<file path="config.mk">
export PLATFORM = sky130hd
export DESIGN_NAME = mpp_top
export DESIGN_NICKNAME = d
export VERILOG_FILES = /design/src/mpp_pkg.sv /design/src/mpp_pin_sync.sv /design/src/mpp_edge_irq.sv /design/src/mpp_top.sv
export SDC_FILE = /design/constraint.sdc
export NUM_CORES = 1
export LEC_CHECK = 0
export BUFFER_PORTS_ARGS = -buffer_cell sky130_fd_sc_hd__buf_4
export CAP_MARGIN = 40
export CELL_PAD_IN_SITES_DETAIL_PLACEMENT = 1
export CELL_PAD_IN_SITES_GLOBAL_PLACEMENT = 1
export CORE_MARGIN = 8
export CORE_UTILIZATION = 45
export DETAILED_ROUTE_END_ITERATION = 16
export PLACE_DENSITY = 0.94
export SYNTH_ARGS = -nofsm -noshare
export SYNTH_HDL_FRONTEND = slang
export SYNTH_SLANG_ARGS = --single-unit
</file>
<file path="constraint.sdc">
create_clock -name CLOCK_I -period 16.6 [get_ports CLOCK_I]
set_input_delay 3.32 -clock CLOCK_I [delete_from_list [all_inputs] [get_ports CLOCK_I]]
set_output_delay 3.32 -clock CLOCK_I [all_outputs]
set_load 0.02 [all_outputs]
</file>
<file path="src/mpp_pkg.sv">
`default_nettype none
package mpp_pkg;
    // pin group widths
    localparam int PORT_A_W  = 4;
    localparam int PORT_B_W  = 2;
    localparam int PORT_C_W  = 6;
    localparam int OD_W      = 4;
    localparam int IN_ONLY_W = 4;
    localparam int IRQ_N     = 3;
    localparam int IRQ_C_LSB = 3;
    localparam int SYNC_W    = PORT_A_W + PORT_B_W + PORT_C_W + OD_W + IN_ONLY_W;

    // register byte addresses
    localparam logic [7:0] A_OUT     = 8'h00;
    localparam logic [7:0] A_DIR     = 8'h04;
    localparam logic [7:0] A_PULLUP  = 8'h08;
    localparam logic [7:0] A_IN      = 8'h0c;
    localparam logic [7:0] B_OUT     = 8'h10;
    localparam logic [7:0] B_DIR     = 8'h14;
    localparam logic [7:0] B_PULLUP  = 8'h18;
    localparam logic [7:0] B_IN      = 8'h1c;
    localparam logic [7:0] C_OUT     = 8'h20;
    localparam logic [7:0] C_DIR     = 8'h24;
    localparam logic [7:0] C_PULLUP  = 8'h28;
    localparam logic [7:0] C_IN      = 8'h2c;
    localparam logic [7:0] OD_OUT    = 8'h30;
    localparam logic [7:0] OD_DIR    = 8'h34;
    localparam logic [7:0] OD_IN     = 8'h3c;
    localparam logic [7:0] INO_IN    = 8'h4c;
    localparam logic [7:0] IRQ_EDGE  = 8'h50;
    localparam logic [7:0] IRQ_STAT  = 8'h54;

    // edge select field: two bits per interrupt input
    localparam int EDGE_RISE_BIT = 0;
    localparam int EDGE_FALL_BIT = 1;

    // reset values: every pin an input, latches low, pull-ups off
    localparam logic [7:0] DIR_RST    = 8'h00;
    localparam logic [7:0] OUT_RST    = 8'h00;
    localparam logic [7:0] PULLUP_RST = 8'h00;
    localparam logic [5:0] EDGE_RST   = 6'h00;

    localparam logic [1:0] RESP_OKAY   = 2'h0;
    localparam logic [1:0] RESP_SLVERR = 2'h2;
endpackage
`default_nettype wire

</file>
<file path="src/mpp_pin_sync.sv">
`default_nettype none
module mpp_pin_sync #(
    parameter int W = 8
) (
    input  wire logic         clk_i,
    input  wire logic         rst_i,
    input  wire logic [W-1:0] async_i,
    output logic      [W-1:0] sync_o
);
    logic [W-1:0] meta_ff;
    logic [W-1:0] sync_ff;

    if (W < 1) begin : g_bad_width
        $error("mpp_pin_sync: width must be positive");
    end

    // meta_ff feeds sync_ff only
    always_ff @(posedge clk_i or posedge rst_i) begin
        if (rst_i) begin
            meta_ff <= '0;
            sync_ff <= '0;
        end else begin
            meta_ff <= async_i;
            sync_ff <= meta_ff;
        end
    end

    assign sync_o = sync_ff;
endmodule // mpp_pin_sync
`default_nettype wire

</file>
<file path="src/mpp_edge_irq.sv">
`default_nettype none
module mpp_edge_irq #(
    parameter int N = 3
) (
    input  wire logic           clk_i,
    input  wire logic           rst_i,
    input  wire logic [N-1:0]   level_i,
    input  wire logic [2*N-1:0] edge_sel_i,
    output logic      [N-1:0]   pulse_o
);
    logic [N-1:0] prev_ff;

    if (N < 1 || N > 8) begin : g_bad_count
        $error("mpp_edge_irq: N out of range");
    end

    always_ff @(posedge clk_i or posedge rst_i) begin
        if (rst_i) begin
            prev_ff <= '0;
        end else begin
            prev_ff <= level_i;
        end
    end

    // rising only, falling only or both, per input
    for (genvar i = 0; i < N; i++) begin : g_edge
        assign pulse_o[i] = (level_i[i] & ~prev_ff[i] & edge_sel_i[2*i+mpp_pkg::EDGE_RISE_BIT])
                          | (~level_i[i] & prev_ff[i] & edge_sel_i[2*i+mpp_pkg::EDGE_FALL_BIT]);
    end
endmodule // mpp_edge_irq
`default_nettype wire

</file>
<file path="src/mpp_top.sv">
`default_nettype none
module mpp_top #(
    parameter int A_W   = mpp_pkg::PORT_A_W,
    parameter int B_W   = mpp_pkg::PORT_B_W,
    parameter int C_W   = mpp_pkg::PORT_C_W,
    parameter int OD_W  = mpp_pkg::OD_W,
    parameter int INO_W = mpp_pkg::IN_ONLY_W
) (
    input  wire logic              CLOCK_I,
    input  wire logic              RST_I,
    input  wire logic [7:0]        AWADDR_I,
    input  wire logic              AWVALID_I,
    output logic                   AWREADY_O,
    input  wire logic [31:0]       WDATA_I,
    input  wire logic [3:0]        WSTRB_I,
    input  wire logic              WVALID_I,
    output logic                   WREADY_O,
    output logic [1:0]             BRESP_O,
    output logic                   BVALID_O,
    input  wire logic              BREADY_I,
    input  wire logic [7:0]        ARADDR_I,
    input  wire logic              ARVALID_I,
    output logic                   ARREADY_O,
    output logic [31:0]            RDATA_O,
    output logic [1:0]             RRESP_O,
    output logic                   RVALID_O,
    input  wire logic              RREADY_I,
    input  wire logic [A_W-1:0]    PORT_A_PINS_I,
    output logic [A_W-1:0]         PORT_A_PINS_O,
    output logic [A_W-1:0]         PORT_A_PINS_OE_O,
    output logic [A_W-1:0]         PORT_A_PULLUP_O,
    input  wire logic [B_W-1:0]    PORT_B_PINS_I,
    output logic [B_W-1:0]         PORT_B_PINS_O,
    output logic [B_W-1:0]         PORT_B_PINS_OE_O,
    output logic [B_W-1:0]         PORT_B_PULLUP_O,
    input  wire logic [C_W-1:0]    PORT_C_PINS_I,
    output logic [C_W-1:0]         PORT_C_PINS_O,
    output logic [C_W-1:0]         PORT_C_PINS_OE_O,
    output logic [C_W-1:0]         PORT_C_PULLUP_O,
    input  wire logic [OD_W-1:0]   OPEN_DRAIN_PORT_PINS_I,
    output logic [OD_W-1:0]        OPEN_DRAIN_PORT_PINS_O,
    output logic [OD_W-1:0]        OPEN_DRAIN_PORT_PINS_OE_O,
    input  wire logic [INO_W-1:0]  INPUT_ONLY_PORT_PINS_I,
    output logic [2:0]             EXT_IRQ_REQ_O
);
    localparam int SW = A_W + B_W + C_W + OD_W + INO_W;

    if (A_W < 1 || A_W > 8 || B_W < 1 || B_W > 8 || OD_W < 1 || OD_W > 8 || INO_W < 1 || INO_W > 8) begin : g_bad_width
        $error("mpp_top: port widths must be 1 to 8");
    end
    if (C_W < mpp_pkg::IRQ_C_LSB + mpp_pkg::IRQ_N || C_W > 8) begin : g_bad_c_width
        $error("mpp_top: port C must hold the interrupt pins");
    end

    // configuration latches
    logic [A_W-1:0]   a_out_ff, a_dir_ff, a_pu_ff;
    logic [B_W-1:0]   b_out_ff, b_dir_ff, b_pu_ff;
    logic [C_W-1:0]   c_out_ff, c_dir_ff, c_pu_ff;
    logic [OD_W-1:0]  od_out_ff, od_dir_ff;
    logic [5:0]       irq_sel_ff;
    logic [2:0]       irq_flag_ff;
    logic [2:0]       irq_pulse;

    // bus state
    logic             awready_ff, wready_ff, bvalid_ff, arready_ff, rvalid_ff;
    logic [7:0]       awaddr_ff;
    logic [31:0]      wdata_ff;
    logic             wstrb0_ff;
    logic [1:0]       bresp_ff, rresp_ff;
    logic [31:0]      rdata_ff;

    // pin output flops
    logic [A_W-1:0]   a_pin_ff, a_oe_ff, a_pull_ff;
    logic [B_W-1:0]   b_pin_ff, b_oe_ff, b_pull_ff;
    logic [C_W-1:0]   c_pin_ff, c_oe_ff, c_pull_ff;
    logic [OD_W-1:0]  od_pin_ff, od_oe_ff;

    // synchronised pin levels
    logic [SW-1:0]    sync_all;
    logic [A_W-1:0]   a_sync;
    logic [B_W-1:0]   b_sync;
    logic [C_W-1:0]   c_sync;
    logic [OD_W-1:0]  od_sync;
    logic [INO_W-1:0] ino_sync;

    mpp_pin_sync #(.W(SW)) u_sync (
        .clk_i   (CLOCK_I),
        .rst_i   (RST_I),
        .async_i ({INPUT_ONLY_PORT_PINS_I, OPEN_DRAIN_PORT_PINS_I, PORT_C_PINS_I, PORT_B_PINS_I, PORT_A_PINS_I}),
        .sync_o  (sync_all)
    );

    assign {ino_sync, od_sync, c_sync, b_sync, a_sync} = sync_all;

    mpp_edge_irq #(.N(mpp_pkg::IRQ_N)) u_edge (
        .clk_i      (CLOCK_I),
        .rst_i      (RST_I),
        .level_i    (c_sync[mpp_pkg::IRQ_C_LSB +: mpp_pkg::IRQ_N]),
        .edge_sel_i (irq_sel_ff),
        .pulse_o    (irq_pulse)
    );

    // readback: A, B and C outputs show their latch, inputs the pin
    logic [A_W-1:0]  a_rd;
    logic [B_W-1:0]  b_rd;
    logic [C_W-1:0]  c_rd;
    logic [OD_W-1:0] od_rd;
    assign a_rd  = (a_dir_ff & a_out_ff) | (~a_dir_ff & a_sync);
    assign b_rd  = (b_dir_ff & b_out_ff) | (~b_dir_ff & b_sync);
    assign c_rd  = (c_dir_ff & c_out_ff) | (~c_dir_ff & c_sync);
    assign od_rd = od_sync;  // open drain reads the wire so a held-low line shows

    function automatic logic is_mapped(input logic [7:0] a);
        case (a)
            mpp_pkg::A_OUT, mpp_pkg::A_DIR, mpp_pkg::A_PULLUP, mpp_pkg::A_IN,
            mpp_pkg::B_OUT, mpp_pkg::B_DIR, mpp_pkg::B_PULLUP, mpp_pkg::B_IN,
            mpp_pkg::C_OUT, mpp_pkg::C_DIR, mpp_pkg::C_PULLUP, mpp_pkg::C_IN,
            mpp_pkg::OD_OUT, mpp_pkg::OD_DIR, mpp_pkg::OD_IN, mpp_pkg::INO_IN,
            mpp_pkg::IRQ_EDGE, mpp_pkg::IRQ_STAT: is_mapped = 1'b1;
            default: is_mapped = 1'b0;
        endcase
    endfunction

    function automatic logic [31:0] rd_mux(input logic [7:0] a);
        case (a)
            mpp_pkg::A_OUT:    rd_mux = 32'(a_out_ff);
            mpp_pkg::A_DIR:    rd_mux = 32'(a_dir_ff);
            mpp_pkg::A_PULLUP: rd_mux = 32'(a_pu_ff);
            mpp_pkg::A_IN:     rd_mux = 32'(a_rd);
            mpp_pkg::B_OUT:    rd_mux = 32'(b_out_ff);
            mpp_pkg::B_DIR:    rd_mux = 32'(b_dir_ff);
            mpp_pkg::B_PULLUP: rd_mux = 32'(b_pu_ff);
            mpp_pkg::B_IN:     rd_mux = 32'(b_rd);
            mpp_pkg::C_OUT:    rd_mux = 32'(c_out_ff);
            mpp_pkg::C_DIR:    rd_mux = 32'(c_dir_ff);
            mpp_pkg::C_PULLUP: rd_mux = 32'(c_pu_ff);
            mpp_pkg::C_IN:     rd_mux = 32'(c_rd);
            mpp_pkg::OD_OUT:   rd_mux = 32'(od_out_ff);
            mpp_pkg::OD_DIR:   rd_mux = 32'(od_dir_ff);
            mpp_pkg::OD_IN:    rd_mux = 32'(od_rd);
            mpp_pkg::INO_IN:   rd_mux = 32'(ino_sync);
            mpp_pkg::IRQ_EDGE: rd_mux = 32'(irq_sel_ff);
            mpp_pkg::IRQ_STAT: rd_mux = 32'(irq_flag_ff);
            default:           rd_mux = 32'h0;
        endcase
    endfunction

    // write channel: address and data taken in either order, answer once both are held
    logic do_write;
    logic wr_en;
    assign do_write = !awready_ff && !wready_ff && !bvalid_ff;
    assign wr_en    = do_write && wstrb0_ff && is_mapped(awaddr_ff);

    always_ff @(posedge CLOCK_I or posedge RST_I) begin
        if (RST_I) begin
            awready_ff <= 1'b1;
            wready_ff  <= 1'b1;
            bvalid_ff  <= 1'b0;
            bresp_ff   <= mpp_pkg::RESP_OKAY;
            awaddr_ff  <= 8'h00;
            wdata_ff   <= 32'h0;
            wstrb0_ff  <= 1'b0;
        end else begin
            if (AWVALID_I && awready_ff) begin
                awready_ff <= 1'b0;
                awaddr_ff  <= {AWADDR_I[7:2], 2'h0};
            end
            if (WVALID_I && wready_ff) begin
                wready_ff <= 1'b0;
                wdata_ff  <= WDATA_I;
                wstrb0_ff <= WSTRB_I[0];
            end
            if (do_write) begin
                bvalid_ff <= 1'b1;
                bresp_ff  <= is_mapped(awaddr_ff) ? mpp_pkg::RESP_OKAY : mpp_pkg::RESP_SLVERR;
            end
            if (bvalid_ff && BREADY_I) begin
                bvalid_ff  <= 1'b0;
                awready_ff <= 1'b1;
                wready_ff  <= 1'b1;
            end
        end
    end

    // read channel: one cycle from address to data
    always_ff @(posedge CLOCK_I or posedge RST_I) begin
        if (RST_I) begin
            arready_ff <= 1'b1;
            rvalid_ff  <= 1'b0;
            rdata_ff   <= 32'h0;
            rresp_ff   <= mpp_pkg::RESP_OKAY;
        end else if (ARVALID_I && arready_ff) begin
            arready_ff <= 1'b0;
            rvalid_ff  <= 1'b1;
            rdata_ff   <= rd_mux({ARADDR_I[7:2], 2'h0});
            rresp_ff   <= is_mapped({ARADDR_I[7:2], 2'h0}) ? mpp_pkg::RESP_OKAY : mpp_pkg::RESP_SLVERR;
        end else if (rvalid_ff && RREADY_I) begin
            rvalid_ff  <= 1'b0;
            arready_ff <= 1'b1;
        end
    end

    // port latches; only byte lane 0 carries data
    always_ff @(posedge CLOCK_I or posedge RST_I) begin
        if (RST_I) begin
            a_dir_ff  <= A_W'(mpp_pkg::DIR_RST);
            b_dir_ff  <= B_W'(mpp_pkg::DIR_RST);
            c_dir_ff  <= C_W'(mpp_pkg::DIR_RST);
            od_dir_ff <= OD_W'(mpp_pkg::DIR_RST);
            a_out_ff  <= A_W'(mpp_pkg::OUT_RST);
            b_out_ff  <= B_W'(mpp_pkg::OUT_RST);
            c_out_ff  <= C_W'(mpp_pkg::OUT_RST);
            od_out_ff <= OD_W'(mpp_pkg::OUT_RST);
            a_pu_ff   <= A_W'(mpp_pkg::PULLUP_RST);
            b_pu_ff   <= B_W'(mpp_pkg::PULLUP_RST);
            c_pu_ff   <= C_W'(mpp_pkg::PULLUP_RST);
        end else if (wr_en) begin
            case (awaddr_ff)
                mpp_pkg::A_OUT:    a_out_ff  <= wdata_ff[A_W-1:0];
                mpp_pkg::A_DIR:    a_dir_ff  <= wdata_ff[A_W-1:0];
                mpp_pkg::A_PULLUP: a_pu_ff   <= wdata_ff[A_W-1:0];
                mpp_pkg::B_OUT:    b_out_ff  <= wdata_ff[B_W-1:0];
                mpp_pkg::B_DIR:    b_dir_ff  <= wdata_ff[B_W-1:0];
                mpp_pkg::B_PULLUP: b_pu_ff   <= wdata_ff[B_W-1:0];
                mpp_pkg::C_OUT:    c_out_ff  <= wdata_ff[C_W-1:0];
                mpp_pkg::C_DIR:    c_dir_ff  <= wdata_ff[C_W-1:0];
                mpp_pkg::C_PULLUP: c_pu_ff   <= wdata_ff[C_W-1:0];
                mpp_pkg::OD_OUT:   od_out_ff <= wdata_ff[OD_W-1:0];
                mpp_pkg::OD_DIR:   od_dir_ff <= wdata_ff[OD_W-1:0];
                default: ;
            endcase
        end
    end

    // interrupt edge select and sticky requests; a new edge beats a clear
    always_ff @(posedge CLOCK_I or posedge RST_I) begin
        if (RST_I) begin
            irq_sel_ff  <= mpp_pkg::EDGE_RST;
            irq_flag_ff <= 3'h0;
        end else begin
            if (wr_en && awaddr_ff == mpp_pkg::IRQ_EDGE) begin
                irq_sel_ff <= wdata_ff[5:0];
            end
            if (wr_en && awaddr_ff == mpp_pkg::IRQ_STAT) begin
                irq_flag_ff <= (irq_flag_ff & ~wdata_ff[2:0]) | irq_pulse;
            end else begin
                irq_flag_ff <= irq_flag_ff | irq_pulse;
            end
        end
    end

    // pin drivers; pull-up only while the pin is an input
    always_ff @(posedge CLOCK_I or posedge RST_I) begin
        if (RST_I) begin
            a_pin_ff  <= '0;
            a_oe_ff   <= '0;
            a_pull_ff <= '0;
            b_pin_ff  <= '0;
            b_oe_ff   <= '0;
            b_pull_ff <= '0;
            c_pin_ff  <= '0;
            c_oe_ff   <= '0;
            c_pull_ff <= '0;
            od_pin_ff <= '0;
            od_oe_ff  <= '0;
        end else begin
            a_pin_ff  <= a_out_ff;
            a_oe_ff   <= a_dir_ff;
            a_pull_ff <= a_pu_ff & ~a_dir_ff;
            b_pin_ff  <= b_out_ff;
            b_oe_ff   <= b_dir_ff;
            b_pull_ff <= b_pu_ff & ~b_dir_ff;
            c_pin_ff  <= c_out_ff;
            c_oe_ff   <= c_dir_ff;
            c_pull_ff <= c_pu_ff & ~c_dir_ff;
            od_pin_ff <= '0;
            od_oe_ff  <= od_dir_ff & ~od_out_ff;
        end
    end

    assign AWREADY_O                 = awready_ff;
    assign WREADY_O                  = wready_ff;
    assign BVALID_O                  = bvalid_ff;
    assign BRESP_O                   = bresp_ff;
    assign ARREADY_O                 = arready_ff;
    assign RVALID_O                  = rvalid_ff;
    assign RDATA_O                   = rdata_ff;
    assign RRESP_O                   = rresp_ff;
    assign PORT_A_PINS_O             = a_pin_ff;
    assign PORT_A_PINS_OE_O          = a_oe_ff;
    assign PORT_A_PULLUP_O           = a_pull_ff;
    assign PORT_B_PINS_O             = b_pin_ff;
    assign PORT_B_PINS_OE_O          = b_oe_ff;
    assign PORT_B_PULLUP_O           = b_pull_ff;
    assign PORT_C_PINS_O             = c_pin_ff;
    assign PORT_C_PINS_OE_O          = c_oe_ff;
    assign PORT_C_PULLUP_O           = c_pull_ff;
    assign OPEN_DRAIN_PORT_PINS_O    = od_pin_ff;
    assign OPEN_DRAIN_PORT_PINS_OE_O = od_oe_ff;
    assign EXT_IRQ_REQ_O             = irq_flag_ff;
endmodule // mpp_top
`default_nettype wire

</file>
[After elaboration in Yosys (flattened, before gate mapping)]
Cells that the tools add are included.
Cells by class
  add/sub/neg operators: 0
  multiply operators: 0
  divide/modulo/power cells: 0
  magnitude comparators: 0
  equal/unequal tests: 34
  shift operators: 0
  mux-type cells: 18
  bitwise operators: 42
  reductions and logical operators: 33
Operators by type and width (number)
  one-hot mux 6 bit (18 select lines): 1
  == test 6 x 4 -> 1 bit, second input constant: 14
  == test 6 x 3 -> 1 bit, second input constant: 8
  == test 6 x 5 -> 1 bit, second input constant: 6
  OR reduction 18 bit: 2
  == test 6 x 2 -> 1 bit, second input constant: 4
  AND reduction 2 bit: 11
  bitwise AND 6 bit: 3
  bitwise AND 4 bit: 4
  two-way mux 1 bit: 14
  bitwise AND 1 bit: 12
  == test 6 x 1 -> 1 bit, second input constant: 2
  logical AND 1 bit: 11
  logical NOT 8 bit: 1
  inverter 4 bit: 2
  nonzero test 2 bit: 4
  bitwise AND 2 bit: 3
  logical NOT 6 bit: 1
  inverter 1 bit: 6
  inverter 6 bit: 1
  bitwise OR 3 bit: 2
  bitwise OR 6 bit: 1
  two-way mux 2 bit: 2
  bitwise OR 4 bit: 1
  other kinds (7): 11
Storage, ports and cells
  register bits after elaboration: 190
  bits in latches: 0
  memory bits (writable): 0
  ROM bits: 0
  input bits: 79
  word-level logic and storage cells: 164
  memories: 0

[Longest topological paths before layout]
  depth after elaboration: 7
  gate-level depth with buffers: 7
  depth with buffers taken out: 5

[By module]
Synthesis repeated with hierarchy kept, for this count alone.
Unflattened totals
  cells, all modules: 500
  area, all modules: 6561.3 um2
Modules (own cells, without submodules)
  mpp_top: times used 1, cells each 446, area an instance 5417.7 um2, sequential area each 2981.6 um2
  mpp_pin_sync: times used 1, cells each 41, area an instance 1004.7 um2, sequential area each 1001.0 um2
  mpp_edge_irq: times used 1, cells each 13, area an instance 138.9 um2, sequential area each 75.1 um2

[Worst setup path before layout]
Ideal clock, no wire load.
  path type: in2reg
  start point: input port ARADDR_I[2]
  end point: register rdata_ff[2] (netlist: RDATA_O[2])
  setup time: 128 ps
  arrival time: 4690 ps
  slack: 11783 ps
  cell stages on the path: 7
  path through: clkbuf_1 > buf_2 > mux2_2 > a32oi_1 > nor2_1 > o41ai_1 > nand2_1
Between the ends
  longest elaborated chain between the ends: 2
  elaborated cells between the ends (all ways): 19
  those cells by class: eq/ne (17); mux (1); reduce/logical (1)
Ends and longest elaborated chain
  start, declared: RTL line mpp_top.sv:21  | input wire logic [7:0] ARADDR_I,
  == test 6 x 5 -> 1 bit (tied with other cells): RTL line mpp_top.sv:125  | case (a)
  one-hot mux 6 bit (18 select lines) (*): RTL line mpp_top.sv:125
  end signal, assigned: RTL line mpp_top.sv:195  | rdata_ff <= rd_mux({ARADDR_I[7:2], 2'h0});
  end, declared: RTL line mpp_top.sv:70  | logic [31:0] rdata_ff;
Every way passes the cells marked *; elsewhere a longest branch is shown, timed or not.
A chain may end at the register's enable or synchronous reset.

[Final worst setup path]
  start point: input port ARADDR_I[2]
  end point: register rdata_ff[0] (netlist: RDATA_O[0])
The elaborated chain is that of the path after synthesis.

==> results.sh <==
export IMPL_clkSinkCount=162
export IMPL_synthTopCellsByArea="dfrtp_1 (61%), mux2_2 (10%), buf_4 (3.7%), mux2i_1 (2.0%), o21ai_0 (1.9%)"
export IMPL_h_tree_depth=4
export IMPL_p_per_area_nw_per_um2=175
export IMPL_fmax_mhz=207
export IMPL_vias=4332
export IMPL_fin_util_pct=55.4
export IMPL_sw_frac_of_total_pct=33.6
export IMPL_synth_seq_cells=162
export IMPL_vias_per_cell=5.44
export IMPL_critical_path_required_ns=16.95
export IMPL_root_buffer="clkbuf_16"
export IMPL_start_util_pct=45.4
export IMPL_finalSetupViolations=0
export IMPL_hold_path_class="reg -> reg"
export IMPL_core_area_um2=14400
export IMPL_grt_ovfl_total=0
export IMPL_numCtsBuffers=17
export IMPL_die_width_um=136
export IMPL_filler_cell_count=1448
export IMPL_critPathCaptureType="flop"
export IMPL_gp_congestion=0.829
export IMPL_slew_headroom_pct=44.1
export IMPL_grtUsageTotal_pct=19.6
export IMPL_antenna_found_initial=0
export IMPL_drive_above_1_share_pct=35.1
export IMPL_synthCells=497
export IMPL_critPathKind="in -> reg"
export IMPL_die_h_um=136
export IMPL_seq_area_um2=4060
export IMPL_maxSlewViolCount=0
export IMPL_nets=679
export IMPL_hpwl_um=12100
export IMPL_grt_pass1_wl_um=27400
export IMPL_postCtsSetupRepairBufs=0
export IMPL_combPwrFrac_pct=25.0
export IMPL_regToRegSetupSlack_ns=14.31
export IMPL_cts_tree="done"
export IMPL_n_antenna_cell=0
export IMPL_fp_row_count=44
export IMPL_finalCritPeriodShare_pct=29.1
export IMPL_p_leak_uw=0.00381
export IMPL_drt_iter0_drc=315
export IMPL_io_buffers=101
export IMPL_fin_skew_ns=0.0102
export IMPL_peakVddDrop_mv=0.0844
export IMPL_grt_max_degree=78
export IMPL_synth_edff_count=0
export IMPL_syn2layout_area_growth_pct=21.9
export IMPL_cts_hold_buf=0
export IMPL_yosysSeqAreaShare_pct=62.2
export IMPL_dieArea_um2=18600
export IMPL_critPathArrivalTime_ns=5.18
export IMPL_multi_input_comb_area_um2=2200
export IMPL_synth_largest_area_cell="dfrtp_1"
export IMPL_clk_pin_slew_ns=0.06
export IMPL_synth_top_area_share_pct=61.0
export IMPL_cts_resized=0
export IMPL_seqPwrFrac_pct=46.1
export IMPL_syn_area_per_cell_um2=13.1
export IMPL_grt_pass1_vias=4820
export IMPL_ys_flop_type="dfrtp_1"
export IMPL_totalWireLength_um=17300
export IMPL_dr_pass1_iters=4
export IMPL_postRouteAntennaNets=0
export IMPL_tns_ns=0
export IMPL_status="finished, final reports clean"
export IMPL_pwr_share_clk_pct=28.9
export IMPL_drc_errors=0
export IMPL_path_max_fanout=44
export IMPL_ys_warn_count=0
export IMPL_final_hold_violation_count=0
export IMPL_insertion_delay_ns=0.43
export IMPL_p_int_uw=927
export IMPL_rsz0062_at_grt="false"
export IMPL_wl_per_cell_um=21.7
export IMPL_ys_types=65
export IMPL_syn_cell_area_um2=6530
export IMPL_layout_min_cycle_time_ns=4.83
export IMPL_synthArstFlopShare_pct=100
export IMPL_io_pins=167
export IMPL_worst_pin_slew_ns=0.827
export IMPL_switchingPower_uw=470
export IMPL_start_kind="input port"
export IMPL_clock_path_buffers=2
export IMPL_maxCapViolations=0
## synth_stat cells, types with 3 or more instances
master,instances
and3b_1,3
buf_2,5
nand2_1,32
o21ai_0,25
nor2b_1,19
nor4_1,3
a32oi_1,4
nor2_1,17
a221o_1,3
o211ai_1,7
buf_4,32
a22o_1,4
a21oi_1,12
nand3_1,7
inv_1,13
clkbuf_4,3
clkbuf_1,10
a22oi_1,3
mux2i_1,13
dfstp_2,3
a31oi_1,4
nand3b_1,6
dfrtp_1,159
mux2_2,59
## placed cells by master, fill, tap and decap left out, types with 6 or more instances in the layout
master     netlist  routed
mux2_2          59      59
o211ai_1         7       7
inv_1           13      12
buf_4           32     103
dfrtp_1        159     159
nand3_1          7       7
mux2i_1         13      13
nor2_1          17      17
nand3b_1         6       6
a21oi_1         12      12
conb_1           1      32
nand2_1         32      32
nor2b_1         19      19
clkbuf_16        0      17
o21ai_0         25      25
## power groups by stage
stage	Clock (uW)	Combinational (uW)	Sequential (uW)
finish	404	348	644
global route	426	376	662
CTS	408	355	643
detailed placement	0	349	647
global placement	0	332	632
floorplan	0	175	654
## kinds of logic after synthesis
family | synth area share [%]
AO/OA/AOI/OAI | 8.22
buffers and inverters | 5.96
other | 0.0574
AND/OR/NAND/NOR | 11.1
multiplexers | 12.5
flip-flops | 62.2
## critical path, stage by stage
cell	delay (ns)
buf_4	0.44
nand2_1	0.27
nor4_1	0.62
a221o_1	0.29
nor4_1	0.07
a31oi_1	0.16
## cell type report
type                    count  share of cell area [%]
flip-flops and latches    162                    51.0
inverters                  13                   0.676
well taps                 184                    2.89
clock inverters            12                    1.97
repair buffers            105                    10.1
multi-input cells         301                    27.6
clock buffers              20                    5.74
## metrics by stage
| stage | cells | total power, uW | cell area [um^2] | hold slack [ns] | worst slack, ns |
|---|---|---|---|---|---|
| 2_1_floorplan | 528 | 829 | 6640 | 0.331 | 8.91 |
| 3_3_place_gp | 763 | 964 | 7310 | 0.335 | 11.38 |
| 3_5_place_dp | 765 | 996 | 7340 | 0.336 | 11.37 |
| 5_1_grt | 797 | 1460 | 7960 | 0.358 | 11.68 |
| 6_report | 797 | 1400 | 7960 | 0.350 | 11.77 |
| 4_1_cts | 797 | 1410 | 7960 | 0.352 | 11.81 |
## path summary, 6_finish.rpt
path / from / end / cells after the start
worst max-delay path: ARADDR_I[2] / RDATA_O[0] / 6
worst min-delay path: u_sync.meta_ff[3] / u_sync.sync_o[3] / 0
worst max register to register: BVALID_O / c_pu_ff[2] / 5
worst min register to register: u_sync.meta_ff[3] / u_sync.sync_o[3] / 0
max in group asynchronous: RST_I / od_out_ff[2] / 4
min in group asynchronous: RST_I / c_out_ff[1] / 2
## routing by layer
| metal | part of all wire (%) | vias to the layer above | global-route usage, % | routed length (um) |
|---|---|---|---|---|
| met1 | 39 | 2246 | 22.5 | 6670 |
| met5 | 0 | - | 0 | 0 |
| met3 | 5.4 | 44 | 4.58 | 929 |
| li1 | - | 1898 | - | - |
| met4 | 3.6 | 0 | 10.3 | 629 |
| met2 | 52 | 144 | 33.4 | 9090 |
No activity file was read; power rests on OpenSTA's default activity.
